==> config.mk <==
export PLATFORM = sky130hd
export DESIGN_NAME = option_byte_shadow_regs
export DESIGN_NICKNAME = d
export VERILOG_FILES = /design/src/option_shadow_pkg.sv /design/src/option_byte_check.sv /design/src/option_byte_shadow_regs.sv
export SDC_FILE = /design/constraint.sdc
export NUM_CORES = 1
export LEC_CHECK = 0
export BUFFER_PORTS_ARGS = -buffer_cell sky130_fd_sc_hd__buf_2
export CAP_MARGIN = 20
export CORE_MARGIN = 2
export CORE_UTILIZATION = 55
export DETAILED_ROUTE_END_ITERATION = 12
export GPL_TIMING_DRIVEN = 0
export PLACE_DENSITY = 0.83
export SYNTH_ARGS = -nofsm -noshare
export SYNTH_HDL_FRONTEND = slang
export SYNTH_HIERARCHICAL = 1
export SYNTH_SLANG_ARGS = --single-unit
==> constraint.sdc <==
create_clock -name clk_sys -period 3.6 [get_ports clk_sys]
set_input_delay 0.36 -clock clk_sys [delete_from_list [all_inputs] [get_ports clk_sys]]
set_output_delay 0.36 -clock clk_sys [all_outputs]
set_load 0.005 [all_outputs]
==> src/option_shadow_pkg.sv <==
// package: register map, field layout and reset values of the option byte shadow registers
// Notes on behaviour
// - user data loaded into status bits 31:16
// - user byte loaded into status bits 15:8
// - security level: 00 none, 01 low, 11 high
// - option byte complement mismatch sets error, byte 0xFF
// - bank zero mask loaded, full 32 bits
// - misc mask: eeprom 23:16, dataflash 15:8, bank1 7:0
// - lock key, load, size, allocation loaded after reset
// - config fields writable only while lock clear
// - lock key 0x33CC sets lock, blocks config
// - software sets change command, cleared when busy drops
// - block one mismatch sets error, value all ones
// - product code at 0x100, read only, constant
package option_shadow_pkg;
    // -------------------------------------------------------------
    // register offsets (byte addresses)
    // -------------------------------------------------------------
    localparam logic [11:0] OFS_OPTION_STATUS = 12'h05C;
    localparam logic [11:0] OFS_WP_BANK0 = 12'h060;
    localparam logic [11:0] OFS_WP_MISC = 12'h064;
    localparam logic [11:0] OFS_SEC_CTRL = 12'h068;
    localparam logic [11:0] OFS_PRODUCT_CODE = 12'h100;
    localparam logic [11:0] OFS_IRQ_STATUS = 12'h070;
    localparam logic [11:0] OFS_IRQ_MASK = 12'h074;
    // -------------------------------------------------------------
    // field positions
    // -------------------------------------------------------------
    localparam int SEC_LOCK_BIT = 2;
    localparam int SEC_CMD_BIT = 1;
    localparam int SEC_ERR_BIT = 0;
    localparam int SEC_LOAD_BIT = 15;
    localparam int IRQ_OPT_ERR_BIT = 0;
    localparam int IRQ_SEC_ERR_BIT = 1;
    localparam int IRQ_CMD_DONE_BIT = 2;
    // -------------------------------------------------------------
    // constant values
    // -------------------------------------------------------------
    localparam logic [15:0] LOCK_KEY_MAGIC = 16'h33CC;
    localparam logic [7:0] BYTE_ERASED = 8'hFF;
    localparam logic [31:0] WORD_ERASED = 32'hFFFFFFFF;
    localparam logic [1:0] LEVEL_RESERVED = 2'h2;
    localparam logic [1:0] LEVEL_HIGH = 2'h3;
    localparam logic [31:0] RESET_WORD = 32'h00000000;
    localparam logic [2:0] RESET_IRQ = 3'h0;
    // arbitrary neutral product code
    localparam logic [31:0] PRODUCT_CODE_VALUE = 32'h5A5A0001;
endpackage

==> src/option_byte_check.sv <==
// module: checks one option byte against its stored complement
`timescale 1ns/100ps
module option_byte_check (
    input wire logic [7:0] rawByte,
    input wire logic [7:0] rawComplement,
    output logic [7:0] goodByte,
    output logic mismatch
);
    // ------------------------------------------------------------
    // compare and substitute
    // ------------------------------------------------------------
    always_comb begin
        mismatch = (rawByte != ~rawComplement);
        goodByte = mismatch ? option_shadow_pkg::BYTE_ERASED : rawByte;
    end
endmodule

==> src/option_byte_shadow_regs.sv <==
// module: option byte shadow registers behind an APB slave
`timescale 1ns/100ps
module option_byte_shadow_regs (
    input wire logic clk_sys,
    input wire logic resetn,
    input wire logic [11:0] paddr,
    input wire logic psel,
    input wire logic penable,
    input wire logic pwrite,
    input wire logic [31:0] pwdata,
    output logic [31:0] prdata,
    output logic pready,
    output logic pslverr,
    input wire logic [15:0] optUserData,   // raw option block words
    input wire logic [15:0] optUserDataN,  // complement of user data
    input wire logic [7:0] optUserByte,
    input wire logic [7:0] optUserByteN,
    input wire logic [7:0] optLevelByte,   // level byte, level in bits 1:0
    input wire logic [7:0] optLevelByteN,
    input wire logic [31:0] optBank0Mask,
    input wire logic [31:0] optBank0MaskN,
    input wire logic [23:0] optMiscMask,
    input wire logic [23:0] optMiscMaskN,
    input wire logic [31:0] optBlock1,     // lock key, load, size, allocation
    input wire logic [31:0] optBlock1N,
    input wire logic flashBusy,            // from the flash engine, same clock
    output logic secondaryChangeCmd,
    output logic irq
);
    // ------------------------------------------------------------
    // byte-wise complement checks of option block 0
    // ------------------------------------------------------------
    localparam int NB = 11;                // bytes checked in block 0: 2+1+1+4+3
    logic [8*NB-1:0] rawBytes;
    logic [8*NB-1:0] rawCompl;
    logic [8*NB-1:0] goodBytes;
    logic [NB-1:0] byteBad;
    assign rawBytes = {optMiscMask, optBank0Mask, optLevelByte, optUserByte, optUserData};
    assign rawCompl = {optMiscMaskN, optBank0MaskN, optLevelByteN, optUserByteN, optUserDataN};
    genvar g;
    generate
        for (g = 0; g < NB; g++) begin : gCheck
            option_byte_check uCheck (
                .rawByte(rawBytes[8*g +: 8]),
                .rawComplement(rawCompl[8*g +: 8]),
                .goodByte(goodBytes[8*g +: 8]),
                .mismatch(byteBad[g])
            );
        end
    endgenerate

    // block 1 is taken as one word: any mismatch erases all of it
    logic block1Bad;
    logic [31:0] block1Good;
    assign block1Bad = (optBlock1 != ~optBlock1N);
    assign block1Good = block1Bad ? option_shadow_pkg::WORD_ERASED : optBlock1;

    // ------------------------------------------------------------
    // load sequencer: one capture cycle after reset release
    // ------------------------------------------------------------
    // why: async reset may only load constants, so the straps are taken
    // by a clocked capture; the bus waits until it is done
    typedef enum logic [1:0] {ST_LOAD = 2'b01, ST_RUN = 2'b10} load_e;
    load_e state;
    load_e next_state;
    always_comb begin
        case (state)
            ST_LOAD: next_state = ST_RUN;
            ST_RUN: next_state = ST_RUN;
            default: next_state = ST_LOAD;
        endcase
    end
    always_ff @(posedge clk_sys or negedge resetn) begin
        if (!resetn) begin
            state <= ST_LOAD;
        end else begin
            state <= next_state;
        end
    end
    logic loading;
    assign loading = (state == ST_LOAD);

    // ------------------------------------------------------------
    // shadow state
    // ------------------------------------------------------------
    logic [15:0] userData;
    logic [7:0] userByte;
    logic [1:0] secLevel;
    logic optErr;
    logic [31:0] bank0Mask;
    logic [23:0] miscMask;
    logic [15:0] lockKey;
    logic eeprom_load_enable;
    logic [3:0] eeprom_size;
    logic [3:0] epAlloc;
    logic secErr;
    logic cmd;
    logic [2:0] irqStatus;                 // sticky events, write one to clear
    logic [2:0] irqMask;
    logic [15:0] next_userData;
    logic [7:0] next_userByte;
    logic [1:0] next_secLevel;
    logic next_optErr;
    logic [31:0] next_bank0Mask;
    logic [23:0] next_miscMask;
    logic [15:0] next_lockKey;
    logic next_eeprom_load_enable;
    logic [3:0] next_eeprom_size;
    logic [3:0] next_epAlloc;
    logic next_secErr;
    logic next_cmd;
    logic [2:0] next_irqStatus;
    logic [2:0] next_irqMask;

    // lock follows the key directly
    logic secLock;
    assign secLock = (lockKey == option_shadow_pkg::LOCK_KEY_MAGIC);

    // bus strobes: access phase with one wait cycle, none while loading
    logic wrEn;
    logic rdEn;
    logic [2:0] cmdDoneEvt;
    logic busyQ;                           // busy of the previous cycle
    assign wrEn = psel && penable && pwrite && pready && !loading;
    assign rdEn = psel && penable && !pwrite && !loading;

    // decodes an offset into a hit
    function automatic logic hit(input logic [11:0] a, input logic [11:0] ofs);
        hit = (a[11:2] == ofs[11:2]);
    endfunction

    // ------------------------------------------------------------
    // next values of the shadows
    // ------------------------------------------------------------
    always_comb begin
        next_userData = userData;
        next_userByte = userByte;
        next_secLevel = secLevel;
        next_optErr = optErr;
        next_bank0Mask = bank0Mask;
        next_miscMask = miscMask;
        next_lockKey = lockKey;
        next_eeprom_load_enable = eeprom_load_enable;
        next_eeprom_size = eeprom_size;
        next_epAlloc = epAlloc;
        next_secErr = secErr;
        next_cmd = cmd;
        next_irqMask = irqMask;
        next_irqStatus = irqStatus;
        cmdDoneEvt = 3'h0;
        if (loading) begin
            next_userData = goodBytes[15:0];
            next_userByte = goodBytes[23:16];
            next_secLevel = goodBytes[25:24];
            next_optErr = |byteBad;
            next_bank0Mask = goodBytes[63:32];
            next_miscMask = goodBytes[87:64];
            next_lockKey = block1Good[31:16];
            next_eeprom_load_enable = block1Good[option_shadow_pkg::SEC_LOAD_BIT];
            next_eeprom_size = block1Good[11:8];
            next_epAlloc = block1Good[7:4];
            next_secErr = block1Bad;
        end else begin
            // command clears on the busy falling edge
            if (cmd && busyQ && !flashBusy) begin
                next_cmd = 1'b0;
                cmdDoneEvt[option_shadow_pkg::IRQ_CMD_DONE_BIT] = 1'b1;
            end
            if (wrEn && hit(paddr, option_shadow_pkg::OFS_SEC_CTRL)) begin
                if (!secLock) begin
                    next_lockKey = pwdata[31:16];
                    next_eeprom_load_enable = pwdata[option_shadow_pkg::SEC_LOAD_BIT];
                    next_eeprom_size = pwdata[11:8];
                    next_epAlloc = pwdata[7:4];
                end
                // software may only set the command, never clear it
                if (pwdata[option_shadow_pkg::SEC_CMD_BIT]) begin
                    next_cmd = 1'b1;
                end
            end
            if (wrEn && hit(paddr, option_shadow_pkg::OFS_IRQ_MASK)) begin
                next_irqMask = pwdata[2:0];
            end
            if (wrEn && hit(paddr, option_shadow_pkg::OFS_IRQ_STATUS)) begin
                next_irqStatus = irqStatus & ~pwdata[2:0];
            end
        end
        // set wins over a clear in the same cycle
        next_irqStatus = next_irqStatus | cmdDoneEvt;
        if (state == ST_LOAD) begin
            next_irqStatus[option_shadow_pkg::IRQ_OPT_ERR_BIT] = |byteBad;
            next_irqStatus[option_shadow_pkg::IRQ_SEC_ERR_BIT] = block1Bad;
        end
    end

    // ------------------------------------------------------------
    // shadow registers
    // ------------------------------------------------------------
    always_ff @(posedge clk_sys or negedge resetn) begin
        if (!resetn) begin
            userData <= option_shadow_pkg::RESET_WORD[15:0];
            userByte <= option_shadow_pkg::RESET_WORD[7:0];
            secLevel <= option_shadow_pkg::RESET_WORD[1:0];
            optErr <= 1'b0;
            bank0Mask <= option_shadow_pkg::RESET_WORD;
            miscMask <= option_shadow_pkg::RESET_WORD[23:0];
            lockKey <= option_shadow_pkg::RESET_WORD[15:0];
            eeprom_load_enable <= 1'b0;
            eeprom_size <= option_shadow_pkg::RESET_WORD[3:0];
            epAlloc <= option_shadow_pkg::RESET_WORD[3:0];
            secErr <= 1'b0;
            cmd <= 1'b0;
            irqStatus <= option_shadow_pkg::RESET_IRQ;
            irqMask <= option_shadow_pkg::RESET_IRQ;
            busyQ <= 1'b0;
        end else begin
            userData <= next_userData;
            userByte <= next_userByte;
            secLevel <= next_secLevel;
            optErr <= next_optErr;
            bank0Mask <= next_bank0Mask;
            miscMask <= next_miscMask;
            lockKey <= next_lockKey;
            eeprom_load_enable <= next_eeprom_load_enable;
            eeprom_size <= next_eeprom_size;
            epAlloc <= next_epAlloc;
            secErr <= next_secErr;
            cmd <= next_cmd;
            irqStatus <= next_irqStatus;
            irqMask <= next_irqMask;
            busyQ <= flashBusy;
        end
    end

    // ------------------------------------------------------------
    // read mux and bus answer
    // ------------------------------------------------------------
    logic [31:0] next_prdata;
    logic mapped;
    always_comb begin
        next_prdata = prdata;
        mapped = 1'b1;
        case (1'b1)
            hit(paddr, option_shadow_pkg::OFS_OPTION_STATUS):
                next_prdata = {userData, userByte, 5'h00, secLevel, optErr};
            hit(paddr, option_shadow_pkg::OFS_WP_BANK0):
                next_prdata = bank0Mask;
            hit(paddr, option_shadow_pkg::OFS_WP_MISC):
                next_prdata = {8'h00, miscMask};
            hit(paddr, option_shadow_pkg::OFS_SEC_CTRL):
                next_prdata = {lockKey, eeprom_load_enable, 3'h0, eeprom_size, epAlloc,
                               1'b0, secLock, cmd, secErr};
            hit(paddr, option_shadow_pkg::OFS_PRODUCT_CODE):
                next_prdata = option_shadow_pkg::PRODUCT_CODE_VALUE;
            hit(paddr, option_shadow_pkg::OFS_IRQ_STATUS):
                next_prdata = {29'h0, irqStatus};
            hit(paddr, option_shadow_pkg::OFS_IRQ_MASK):
                next_prdata = {29'h0, irqMask};
            default: begin
                next_prdata = 32'h00000000;
                mapped = 1'b0;
            end
        endcase
        if (!rdEn) begin
            next_prdata = prdata;
        end
    end
    always_ff @(posedge clk_sys or negedge resetn) begin
        if (!resetn) begin
            prdata <= option_shadow_pkg::RESET_WORD;
        end else begin
            prdata <= next_prdata;
        end
    end
    // read data is registered, so the answer comes one cycle into the access
    logic accQ;
    always_ff @(posedge clk_sys or negedge resetn) begin
        if (!resetn) begin
            accQ <= 1'b0;
        end else begin
            accQ <= psel && penable && !pready && !loading;
        end
    end
    assign pready = accQ;
    logic errQ;
    always_ff @(posedge clk_sys or negedge resetn) begin
        if (!resetn) begin
            errQ <= 1'b0;
        end else begin
            errQ <= psel && penable && !pready && !mapped;
        end
    end
    assign pslverr = accQ && errQ;
    assign secondaryChangeCmd = cmd;
    assign irq = |(irqStatus & irqMask);
endmodule

Word level (Yosys, flattened, before mapping):

Index checks and enable logic that the tools add are counted.

* equal/unequal tests: 23
* mux-type cells: 47
* bitwise gates (word level): 17
* reductions and logical operators: 26

Operator list (count)
* 32-bit 2-to-1 mux: 5
* 8-bit inequality test: 11
* 8-bit inverter: 11
* 8-bit 2-to-1 mux: 10
* 10-bit by 5-bit equality test with 1-bit output (second input constant): 6
* 16-bit 2-to-1 mux: 3
* 32-bit inequality test: 1
* 32-bit inverter: 1
* 31-bit 2-to-1 mux: 1
* 4-bit 2-to-1 mux: 6
* 16-bit by 14-bit equality test with 1-bit output (second input constant): 1
* 1-bit logical AND: 15
* 1-bit 2-to-1 mux: 15
* 3-bit 2-to-1 mux: 4
* 11-bit OR reduction: 1
* 10-bit by 7-bit equality test with 1-bit output (second input constant): 1
* 3-bit AND: 2
* 2-bit 2-to-1 mux: 3
* 1-bit zero test: 5
* 2-bit AND reduction: 2
* 3-bit inverter: 1
* 3-bit bitwise OR: 1
* 3-bit OR reduction: 1
* 2-bit by 1-bit equality test with 1-bit output (second input constant): 1
* 5 further kinds: 5

* register bits: 153
* input bits: 290
* output and inout port bits: 36
* logic and storage cells: 132

Logic depth before layout (Yosys ltp):

Gate-level depths: netlist of run 1.

* depth after elaboration: 10
* gate-level depth with buffers: 10
* depth with buffers taken out: 7

Modules after synthesis:

The synthesis of run 1 kept the hierarchy.

Modules (own cells, without submodules)
* option_byte_shadow_regs: times used 1, cells each 603, area an instance 7374.6 um2, sequential area each 3829.9 um2
* option_byte_check: times used 11, cells each 19, area an instance 158.9 um2, sequential area each 0.0 um2

Worst setup path before layout of run 1:

No wires, ideal clock.

* path type: input to register
* start point: input port paddr[4]
* end point: register eeprom_size[0]
* setup time: 0.121 ns
* arrival time: 2.111 ns
* data required time: 3.479 ns
* setup slack: 1.368 ns
* stages: 8
* path buffers: 3
* cells stage by stage: buf_6 > or4b_1 > buf_2 > nor3_4 > nand3_4 > buf_6 > mux2_4 > o22a_1

* longest elaborated chain between the ends: 4

RTL lines
* from (decl): RTL line option_byte_shadow_regs.sv:6 `input wire logic [11:0] paddr,`
* 10-bit by 5-bit equality test with 1-bit output: RTL line option_byte_shadow_regs.sv:129 `hit = (a[11:2] == ofs[11:2]);`
* 1-bit logical AND: RTL line option_byte_shadow_regs.sv:169 `if (wrEn && hit(paddr, option_shadow_pkg::OFS_SEC_CTRL)) begin`
* 2-bit nonzero test (no line)
* 2-bit AND reduction (no line)
* to (signal assigned): RTL line option_byte_shadow_regs.sv:209 `eeprom_size <= option_shadow_pkg::RESET_WORD[3:0];`
* to (signal assigned): RTL line option_byte_shadow_regs.sv:225 `eeprom_size <= next_eeprom_size;`
* to (decl): RTL line option_byte_shadow_regs.sv:94 `logic [3:0] eeprom_size;`

No other way between the ends.
A chain may end at the register's enable or synchronous reset.

Final worst setup path of run 1:

* start point: register state[0]
* end point: register miscMask[0]

* longest elaborated chain between the ends: 1

RTL lines
* from (decl): RTL line option_byte_shadow_regs.sv:64 `load_e state;`
* from (signal assigned): RTL line option_byte_shadow_regs.sv:77 `state <= next_state;`
* 2-bit by 1-bit equality test with 1-bit output: RTL line option_byte_shadow_regs.sv:81 `assign loading = (state == ST_LOAD);`
* to (signal assigned): RTL line option_byte_shadow_regs.sv:206 `miscMask <= option_shadow_pkg::RESET_WORD[23:0];`
* to (signal assigned): RTL line option_byte_shadow_regs.sv:222 `miscMask <= next_miscMask;`
* to (decl): RTL line option_byte_shadow_regs.sv:91 `logic [23:0] miscMask;`

No other way between the ends.

==> results.md, run 1 <==
* Clock sink total at 153
* Logic pwr share at 13.2%
* # nets final at 1435
* Critical Path Max Stage Delay at 630 ps
* Sequential Power Share at 42.2%
* Worst EP arrival at around 3200 ps
* Clock skew at 6.05 ps
* Total power at around 4.2 mW
* Switching share of power at 24.6%
* Placement Rows at 46
* DRT iter0 DRCs at roughly 680
* Setup Fix Bufs, Post-CTS at 0
* Initial Util at 56.7%
* Largest net degree at the start of global routing at 92
* Worst R2R Start: state[0]
* Worst Tran Pin Value at between 800 and 900 ps
* Full die area at roughly 18000 um^2
* Gr usage total at 33.3%
* Buffer and inverter count on the worst path at 3
* Share of cells above drive strength 1 at 44.0%
* PortBufs at 317
* Slew Limit Fails at 0
* Commonest non-fill, non-tap cell in the layout: buf_2
* Number of gates resized after CTS at 0
* Critical path launch point type: flop
* Root Driver: clkbuf_16
* RSZ-0062 raised after global routing: false
* Min-Delay Path Class: input pin to flop
* # IOs at about 330
* Final WL at 29200 um
* HP Start: flashBusy
* IR drop worst, VDD at 0.333 mV
* Initial antenna violation count at 8
* # DRC at 0
* # setup viols final at 0
* Sequence of cells on the critical path: ha_1 -> clkbuf_1 -> clkbuf_1 -> clkbuf_1 -> mux2_2
* Status: completed
* Commonest non-fill, non-tap cells in the layout: buf_2 (321), dfrtp_1 (152), mux2_2 (105)
* Vias at about 8000
* Grt total ovfl at 0
* CP required at 3910 ps
* Die Span X at between 100 and 150 um
* Fin. Hold Viols at 0
* Hold slack at 83.9 ps
* ANT nets after route at 0
* PD cells at approximately 360 nW/um^2
* Tmin final at 2850 ps
* Routed len/inst at 21.2 um
* Most frequent CP cell: clkbuf_1
* Top Family by Delay on Critical Path: buffers and inverters
* Cell internal pwr at between 3 and 4 mW
* Cts hold-fix bufs at 1
* Max cap viols at 0
* Period utilization at 79.1%
* Synthesized cell area at 9080 um^2
* Clock network fraction of design power at 44.6%
* Synth Instances at ~800
* CTS tree: yes
* Average size of a mapped cell at around 11 um^2
* Core area at 16000 um^2
* Vias/cell at 5.79
* Warnings, synthesis at 6
* Kind of critical path: flop to flop
* Clock Tree Buf Depth at 2
* FMAX at 351 MHz
* Crit-path max FO at 10
* Vias in the first global route at 8151
* Rel. slew slack at a little under half
* Slowest CP cell: clkbuf_1
* Die height at 132 um
* H-tree lvl count at 4
* GPL Wtd Cong at 0.900
* Clock Pin Slew Worst Setup and Hold Paths at about 60 ps
* Post-synth net total at 1097
* CTS Buf Count at 17
* Layout area overhead at 27.9%
* P_sw at 1.03 mW
* Worst setup EP type: flop
* Detail Placement HPWL at 22800 um
* First-pass GRT wire length at between 40000 and 50000 um
* Leakage at approximately 4.4 nW
* Clk_lat worst skew at 430 ps
* Crit path launch: state[0]
* DRT Pass-1 Iters at 7
[through the flow]
stage / TNS, ps / utilization [%] / instance area (um^2) / cells / setup WS [ps]
CTS: 0 / 72.4 / 11600 / 1372 / 827
global placement: -6910 / 68.3 / 10900 / 1339 / -55.3
floorplan: 0 / - / 9080 / 806 / 1370
finish: 0 / 72.6 / 11600 / 1379 / 752
global route: 0 / 72.6 / 11600 / 1379 / 668
detailed placement: 0 / 68.5 / 11000 / 1340 / 787
[path summary, 6_finish.rpt]
kind / endpoint / slack [ps] / depth (start not counted)
setup reg to reg: miscMask[0] / 750 / 5
hold reg to reg: prdata[8] / 490 / 2
min in group asynchronous: miscMask[21] / 470 / 2
max in group asynchronous: lockKey[8] / 2280 / 3
hold / removal: busyQ / 80 / 1
setup / recovery: miscMask[0] / 750 / 5
[routing by layer]
layer | global-route usage, % | vias up | wire length (um)
met2 | 56.3 | 432 | 14400
met4 | 16.0 | 0 | 1060
met3 | 8.24 | 65 | 2300
met5 | 0 | - | 0
met1 | 39.9 | 3826 | 11400
li1 | - | 3661 | -
[registers in the layout, indices dropped and copies added (netlist names), 2 cells and up]
signal	count
bank0Mask	32
eeprom_size	4
epAlloc	4
irqMask	3
irqStatus	3
lockKey	16
miscMask	24
prdata	32
secLevel	2
state	2
userByte	8
userData	16
[area by class of cell]
cell class | count | area, um^2
clock inverters | 10 | 143
flip-flops and latches | 153 | 3830
clock buffers | 21 | 470
plain buffers | 37 | 168
diodes | 7 | 17.5
repair buffers | 319 | 1630
multi-input cells | 611 | 5060
fillers | 1220 | 4390
inverters | 5 | 18.8
well taps | 216 | 270
[power groups by stage]
stage	registers [mW]	clock network, mW	logic, mW
after floorplan	1.80	0	0.240
after global placement	1.80	0	0.532
after detailed placement	1.80	0	0.549
after CTS	1.77	1.86	0.554
after global routing	1.77	1.94	0.601
final	1.77	1.87	0.552
No activity file was read; power rests on OpenSTA's default activity.
==> run 2, diff against run 1 <==
--- a/config.mk
+++ b/config.mk
@@ -8,10 +8,10 @@
 export BUFFER_PORTS_ARGS = -buffer_cell sky130_fd_sc_hd__buf_2
 export CAP_MARGIN = 20
 export CORE_MARGIN = 2
-export CORE_UTILIZATION = 55
+export CORE_UTILIZATION = 46
 export DETAILED_ROUTE_END_ITERATION = 12
 export GPL_TIMING_DRIVEN = 0
-export PLACE_DENSITY = 0.83
+export PLACE_DENSITY = 0.74
 export SYNTH_ARGS = -nofsm -noshare
 export SYNTH_HDL_FRONTEND = slang
 export SYNTH_HIERARCHICAL = 1
==> constraint.sdc (replaced) <==
create_clock -name clk_sys -period 2.6 [get_ports clk_sys]
set_input_delay 0.26 -clock clk_sys [delete_from_list [all_inputs] [get_ports clk_sys]]
set_output_delay 0.26 -clock clk_sys [all_outputs]
set_load 0.005 [all_outputs]
==> results.md, run 2 (synthesis gave the netlist of run 1 again) <==
* Layout area overhead at 28.5%
* Worst setup EP type: flop
* Crit-path max FO at 10 (unchanged)
* Commonest non-fill, non-tap cells in the layout: buf_2 (321), dfrtp_1 (152), mux2_2 (105)
* DRT Pass-1 Iters at 5 (-2)
* Initial Util at 46.8% (-9.9 points)
* Detail Placement HPWL at 22500 um (-1.2%)
* Max cap viols at 0 (unchanged)
* Core area at 19400 um^2 (+21%)
* Logic pwr share at 13.2% (about the same)
* Clock network fraction of design power at 44.1% (-0.5 points)
* Clk_lat worst skew at 420 ps (about the same)
* DR top layer: met4
* Rel. slew slack at 41.8% (-4.1 points)
* Gr usage total at 27.0% (-6.2 points)
* GPL Wtd Cong at 0.925 (+2.9%)
* CP required at 2900 ps (-1010 ps)
* Tmin final at 2450 ps (-395 ps)
* Cell internal pwr at 4.31 mW (+36%)
* Final TNS setup at 0 ps (unchanged)
* Initial antenna violation count at 2 (-6)
* Period utilization at 94.3% (+15 points)
* Status: completed
* Root Driver: clkbuf_16
* Critical path launch point type: flop
* Slew Limit Fails at 0 (unchanged)
* Hold slack at 96.8 ps (+13.0 ps)
* P_sw at 1.43 mW (+39%)
* ANT nets after route at 0 (unchanged)
* FMAX at 408 MHz (+16%)
* Kind of critical path: flop to flop
* Min-Delay Path Class: input pin to flop
* Placement Rows at 51 (+11%)
* PD cells at 492 nW/um^2 (+36%)
* Worst Tran Pin Value at 866 ps (+53.9 ps)
* Commonest non-fill, non-tap cell in the layout: buf_2
* Share of cells above drive strength 1 at 44.7% (+0.65 points)
* RSZ-0062 raised after global routing: false
* Die Span X at 144 um (+9.1%)
* Vias at 7916 (-0.85%)
* Clock Tree Buf Depth at 2 (unchanged)
* CTS Buf Count at 17 (unchanged)
* Leakage at 4.42 nW (+0.49%)
* Vias/cell at 5.56 (-4.1%)
* First-pass GRT wire length at 41800 um (-6.4%)
* CTS tree: yes
* Largest net degree at the start of global routing at 100 (+8.7%)
* Total power at 5.74 mW (+37%)
* Largest regs: bank0Mask x32, prdata x32, miscMask x24
* Sequence of cells on the critical path: ha_1 -> and3b_1 -> and3_1 -> nand3_4 -> buf_6 -> mux2_4 -> o22a_1
* IR drop worst, VDD at 0.368 mV (+10%)
* Clock sink total at 153 (unchanged)
* DRT iter0 DRCs at 507 (-26%)
* # IOs at 326 (unchanged)
* # nets final at 1435 (unchanged)
* Fin. Hold Viols at 0 (unchanged)
* H-tree lvl count at 4 (unchanged)
* Clock Pin Slew Worst Setup and Hold Paths at 60 ps (about the same)
* Met1 wire length at 11500 um (+0.59%)
* Switching share of power at 24.9% (+0.38 points)
* Metal3 WL at 2290 um (-0.65%)
* Final WL at 28500 um (-2.5%)
* Setup WS pre-CTS at -325 ps (-1110 ps)
* Sequential Power Share at 42.6% (+0.4 points)
* # setup viols final at 0 (unchanged)
* Full die area at 20900 um^2 (+19%)
* Fin util at 60.1% (-12 points)
* Slowest CP cell: dfstp_2
* Grt total ovfl at 0 (unchanged)
* Routed len/inst at 20.0 um (-5.6%)
* Layout filler cell count at 1698 (+39%)
* PortBufs at 317 (unchanged)
* Top Family by Delay on Critical Path: simple AND/OR/NAND/NOR gates
* # DRC at 0 (unchanged)
* Vias in the first global route at 7753 (-4.9%)
* Critical Path Max Stage Delay at 520 ps (-110 ps)
* Clock skew at 5.07 ps (-0.975 ps)
* Buffer and inverter count on the worst path at 1 (-2)
* Worst EP arrival at 2760 ps (-400 ps)
* Die height at 144 um (+9.1%)
* Final worst setup slack at 147 ps (-605 ps)
* WL met2 at 13600 um (-5.5%)
## run 2: cell count changes in the layout (fill, tap and decap cells not counted), sizes merged
cell         delta
clkinv          +5
clkbuf          -4
dlygate4sd3     +1
diode           -4
inv             +1
clkinvlp        -2
## run 2: what timing repair did
action | 4_1_cts | 5_1_grt
pin swaps | 0 | 0
setup buffers | 0 | 0
hold endpoints to repair | 54 | 0
hold buffers | 2 | 0
setup endpoints to repair | 36 | 46
resized for setup | 4 | 5
## run 2: final timing paths
check / cells past startpoint / from / to / slack [ps]
max in group asynchronous: 3 / resetn / prdata[26] / 1360
max: 7 / state[0] / epAlloc[2] / 150
min in group asynchronous: 2 / resetn / bank0Mask[7] / 360
min: 2 / optBlock1[9] / eeprom_size[1] / 100
max reg2reg: 7 / state[0] / epAlloc[2] / 150
min reg2reg: 2 / prdata[8] / prdata[8] / 470
## run 2: worst register-to-register path, cell delays in order (launching register included)
cell	delay (ps)
dfstp_2	520
ha_1	430
and3b_1	270
and3_1	260
nand3_4	160
buf_6	210
mux2_4	310
o22a_1	180
## run 2: area by class of cell
type	count	area, um^2	share of cell area, %
multi-input cells	611	5070	43.4
flip-flops and latches	153	3830	32.8
repair buffers	320	1640	14.1
clock buffers	18	429	3.68
well taps	265	332	2.84
clock inverters	14	173	1.48
plain buffers	36	170	1.46
inverters	5	18.8	0.161
diodes	3	7.51	0.0644
## run 2: stage by stage
stage / std cells / instance area [um^2]
3_5_place_dp: 1389 / 11000
6_report: 1425 / 11700
3_3_place_gp: 1388 / 11000
2_1_floorplan: 806 / 9080
4_1_cts: 1423 / 11700
5_1_grt: 1424 / 11700
## run 2: power by group through the flow
stage	Combinational [mW]	Clock, mW	Sequential (mW)
5_1_grt	0.837	2.68	2.45
4_1_cts	0.768	2.56	2.45
2_1_floorplan	0.332	0	2.49
3_5_place_dp	0.760	0	2.49
3_3_place_gp	0.742	0	2.49
6_report	0.760	2.53	2.45
## run 2: layer usage
layer  global-route usage (%)  vias to the layer above
met5                        0                        -
met4                     12.1                        0
met3                     6.09                       65
met2                     45.4                      361
met1                     33.4                     3819
li1                         -                     3671
==> run 3, diff against run 2 <==
--- a/config.mk
+++ b/config.mk
@@ -5,13 +5,14 @@
 export SDC_FILE = /design/constraint.sdc
 export NUM_CORES = 1
 export LEC_CHECK = 0
+export ABC_AREA = 1
 export BUFFER_PORTS_ARGS = -buffer_cell sky130_fd_sc_hd__buf_2
 export CAP_MARGIN = 20
 export CORE_MARGIN = 2
-export CORE_UTILIZATION = 46
+export CORE_UTILIZATION = 48
 export DETAILED_ROUTE_END_ITERATION = 12
 export GPL_TIMING_DRIVEN = 0
-export PLACE_DENSITY = 0.74
+export PLACE_DENSITY = 0.75
 export SYNTH_ARGS = -nofsm -noshare
 export SYNTH_HDL_FRONTEND = slang
 export SYNTH_HIERARCHICAL = 1
==> results.md, run 3 <==
* Fin util at 60.6% (+0.49 points)
* Largest net degree at the start of global routing at 92 (-8.0%)
* Layout area overhead at 24.8%
* CTS Buf Count at 17 (unchanged)
* Number of gates resized after CTS at 0 (-4)
* First-pass GRT wire length at 53500 um (+28%)
* Clock Tree Buf Depth at 2 (unchanged)
* # setup viols final at 0 (unchanged)
* Slowest CP cell: clkbuf_1
* Clk_lat worst skew at 440 ps (+20 ps)
* Worst Tran Pin Value at 754 ps (-112 ps)
* Layout filler cell count at 2112 (+24%)
* Post-synth net total at 2000 (+82%)
* Vias at 11600 (+46%)
* Initial Util at 48.6% (+1.8 points)
* Routed len/inst at 14.1 um (-29%)
* Die Span X at 152 um (+5.1%)
* DRT iter0 DRCs at 1008 (+99%)
* Placed Area at 12500 um^2 (+13%)
* Clock skew at 8.75 ps (+3.68 ps)
* Average size of a mapped cell at 6.14 um^2 (-45%)
* Total power at 5.78 mW (+0.58%)
* HP Start: pwdata[0]
* CP required at 2960 ps (+60 ps)
* Number of placed instances with taps included at 2309 (+66%)
* Worst EP arrival at 2590 ps (-170 ps)
* Initial antenna violation count at 0 (-2)
* Full die area at 23100 um^2 (+11%)
* PD cells at 441 nW/um^2 (-10%)
* Clock sink total at 153 (unchanged)
* Most frequent CP cell: clkbuf_1
* Commonest non-fill, non-tap cells in the layout: nand2_1 (624), buf_2 (325), inv_1 (300)
* Fin. Hold Viols at 0 (unchanged)
* # nets final at 2341 (+63%)
* Vias/cell at 4.94 (-11%)
* Slew Limit Fails at 0 (unchanged)
* IR drop worst, VDD at 0.285 mV (-22%)
* Critical Path Max Stage Delay at 560 ps (+40 ps)
* Worst Hold End: irqMask[0]
* Worst R2R Start: state[0]
* Status: completed
* Root Driver: clkbuf_16
* Worst setup EP type: flop
* Kind of critical path: flop to flop
* Die height at 152 um (+5.1%)
* Hold depth at 3 (+1)
* Tmin final at 2240 ps (-215 ps)
* Rel. slew slack at 49.7% (+7.9 points)
* Register-to-Register Path Depth at 6 (-1)
* # IOs at 326 (unchanged)
* Clock Pin Slew Worst Setup and Hold Paths at 60 ps (about the same)
* Period utilization at 86.1% (-8.3 points)
* Ant diodes at 0 (-3)
* Buffer and inverter count on the worst path at 3 (+2)
* Grt total ovfl at 0 (unchanged)
* Critical path launch point type: flop
* CTS tree: yes
* Vias in the first global route at 10700 (+38%)
* FMAX at 447 MHz (+9.6%)
* Min-Delay Path Class: input pin to flop
* Sequence of cells on the critical path: ha_1 -> buf_6 -> clkbuf_1 -> clkbuf_1 -> nand2_1 -> o21ai_0
* Fin cells at 2343 (+64%)
* Synth Instances at 1709 (+110%)
* Detail Placement HPWL at 26700 um (+19%)
* Placement Rows at 54 (+5.9%)
* Final WL at 33100 um (+16%)
* Share of cells above drive strength 1 at 19.9% (-25 points)
* Commonest non-fill, non-tap cell in the layout: nand2_1
* ANT nets after route at 0 (unchanged)
* H-tree lvl count at 4 (unchanged)
* Warnings, synthesis at 6 (unchanged)
* Gr usage total at 28.7% (+1.6 points)
* Crit-path max FO at 10 (unchanged)
* Leakage at 7.62 nW (+72%)
* R2R Setup Slk at 360 ps (+220 ps)
* DRT Pass-1 Iters at 6 (+1)
* Max cap viols at 0 (unchanged)
* Synthesized cell area at 10500 um^2 (+16%)
* Largest regs: bank0Mask x32, prdata x32, miscMask x24
* Core area at 21600 um^2 (+11%)
* Top Family by Delay on Critical Path: buffers and inverters
* PortBufs at 319 (+0.63%)
* # DRC at 0 (unchanged)
* GPL Wtd Cong at 0.943 (+1.9%)
* Post-route cell area at 13100 um^2 (+12%)
* RSZ-0062 raised after global routing: false
* Reg2reg end: userData[10]
-- run 3: how the worst max path moves through the flow --
stage,endpoint,cells after the start,from,slack (ps)
floorplan,lockKey[10],11,state[0],910
global placement,miscMask[18],1,resetn,-960
detailed placement,miscMask[13],6,state[0],380
CTS,miscMask[13],6,state[0],360
global route,userData[13],6,state[0],210
finish,userData[10],6,state[0],360
-- run 3: worst reg2reg max path: stages, from the launching register on --
cell      delay (ps)
dfstp_2          520
ha_1             150
buf_6            150
clkbuf_1         560
clkbuf_1         540
nand2_1          140
o21ai_0          110
-- run 3: report_power, final --
group	leakage, nW	switching [mW]	internal [mW]
logic	5.81	0.468	0.330
registers	1.54	0.0147	2.40
clock network	0.281	1.00	1.56
-- run 3: layout make-up --
class | instances | area (um^2) | share of cell area, %
Timing Repair Buffer | 322 | 1650 | 12.6
Tap cell | 280 | 350 | 2.67
Sequential cell | 153 | 3830 | 29.2
Clock buffer | 21 | 460 | 3.51
Inverter | 307 | 1160 | 8.83
Multi-Input combinational cell | 1203 | 5280 | 40.3
Clock inverter | 11 | 146 | 1.12
Buffer | 46 | 230 | 1.76
-- run 3: per-layer routing --
metal | vias up | GRT usage [%] | wire length, um
li1 | 5853 | - | -
met1 | 5168 | 35.7 | 13600
met2 | 485 | 49.7 | 15800
met3 | 68 | 5.33 | 2620
met4 | 0 | 10.6 | 1070
met5 | - | 0 | 0
-- run 3: timing repair --
item | 4_1_cts | 5_1_grt
endpoints found under the setup margin | 0 | 0
hold buffers | 2 | 0
buffers inserted | 0 | 0
hold endpoints to repair | 62 | 0
-- run 3: metrics by stage --
stage	TNS [ps]	hold slack [ps]	worst slack, ps
5_1_grt	0	143	211
3_3_place_gp	-145030	411	-963
2_1_floorplan	0	-35.6	909
4_1_cts	0	121	359
3_5_place_dp	0	282	382
6_report	0	119	362
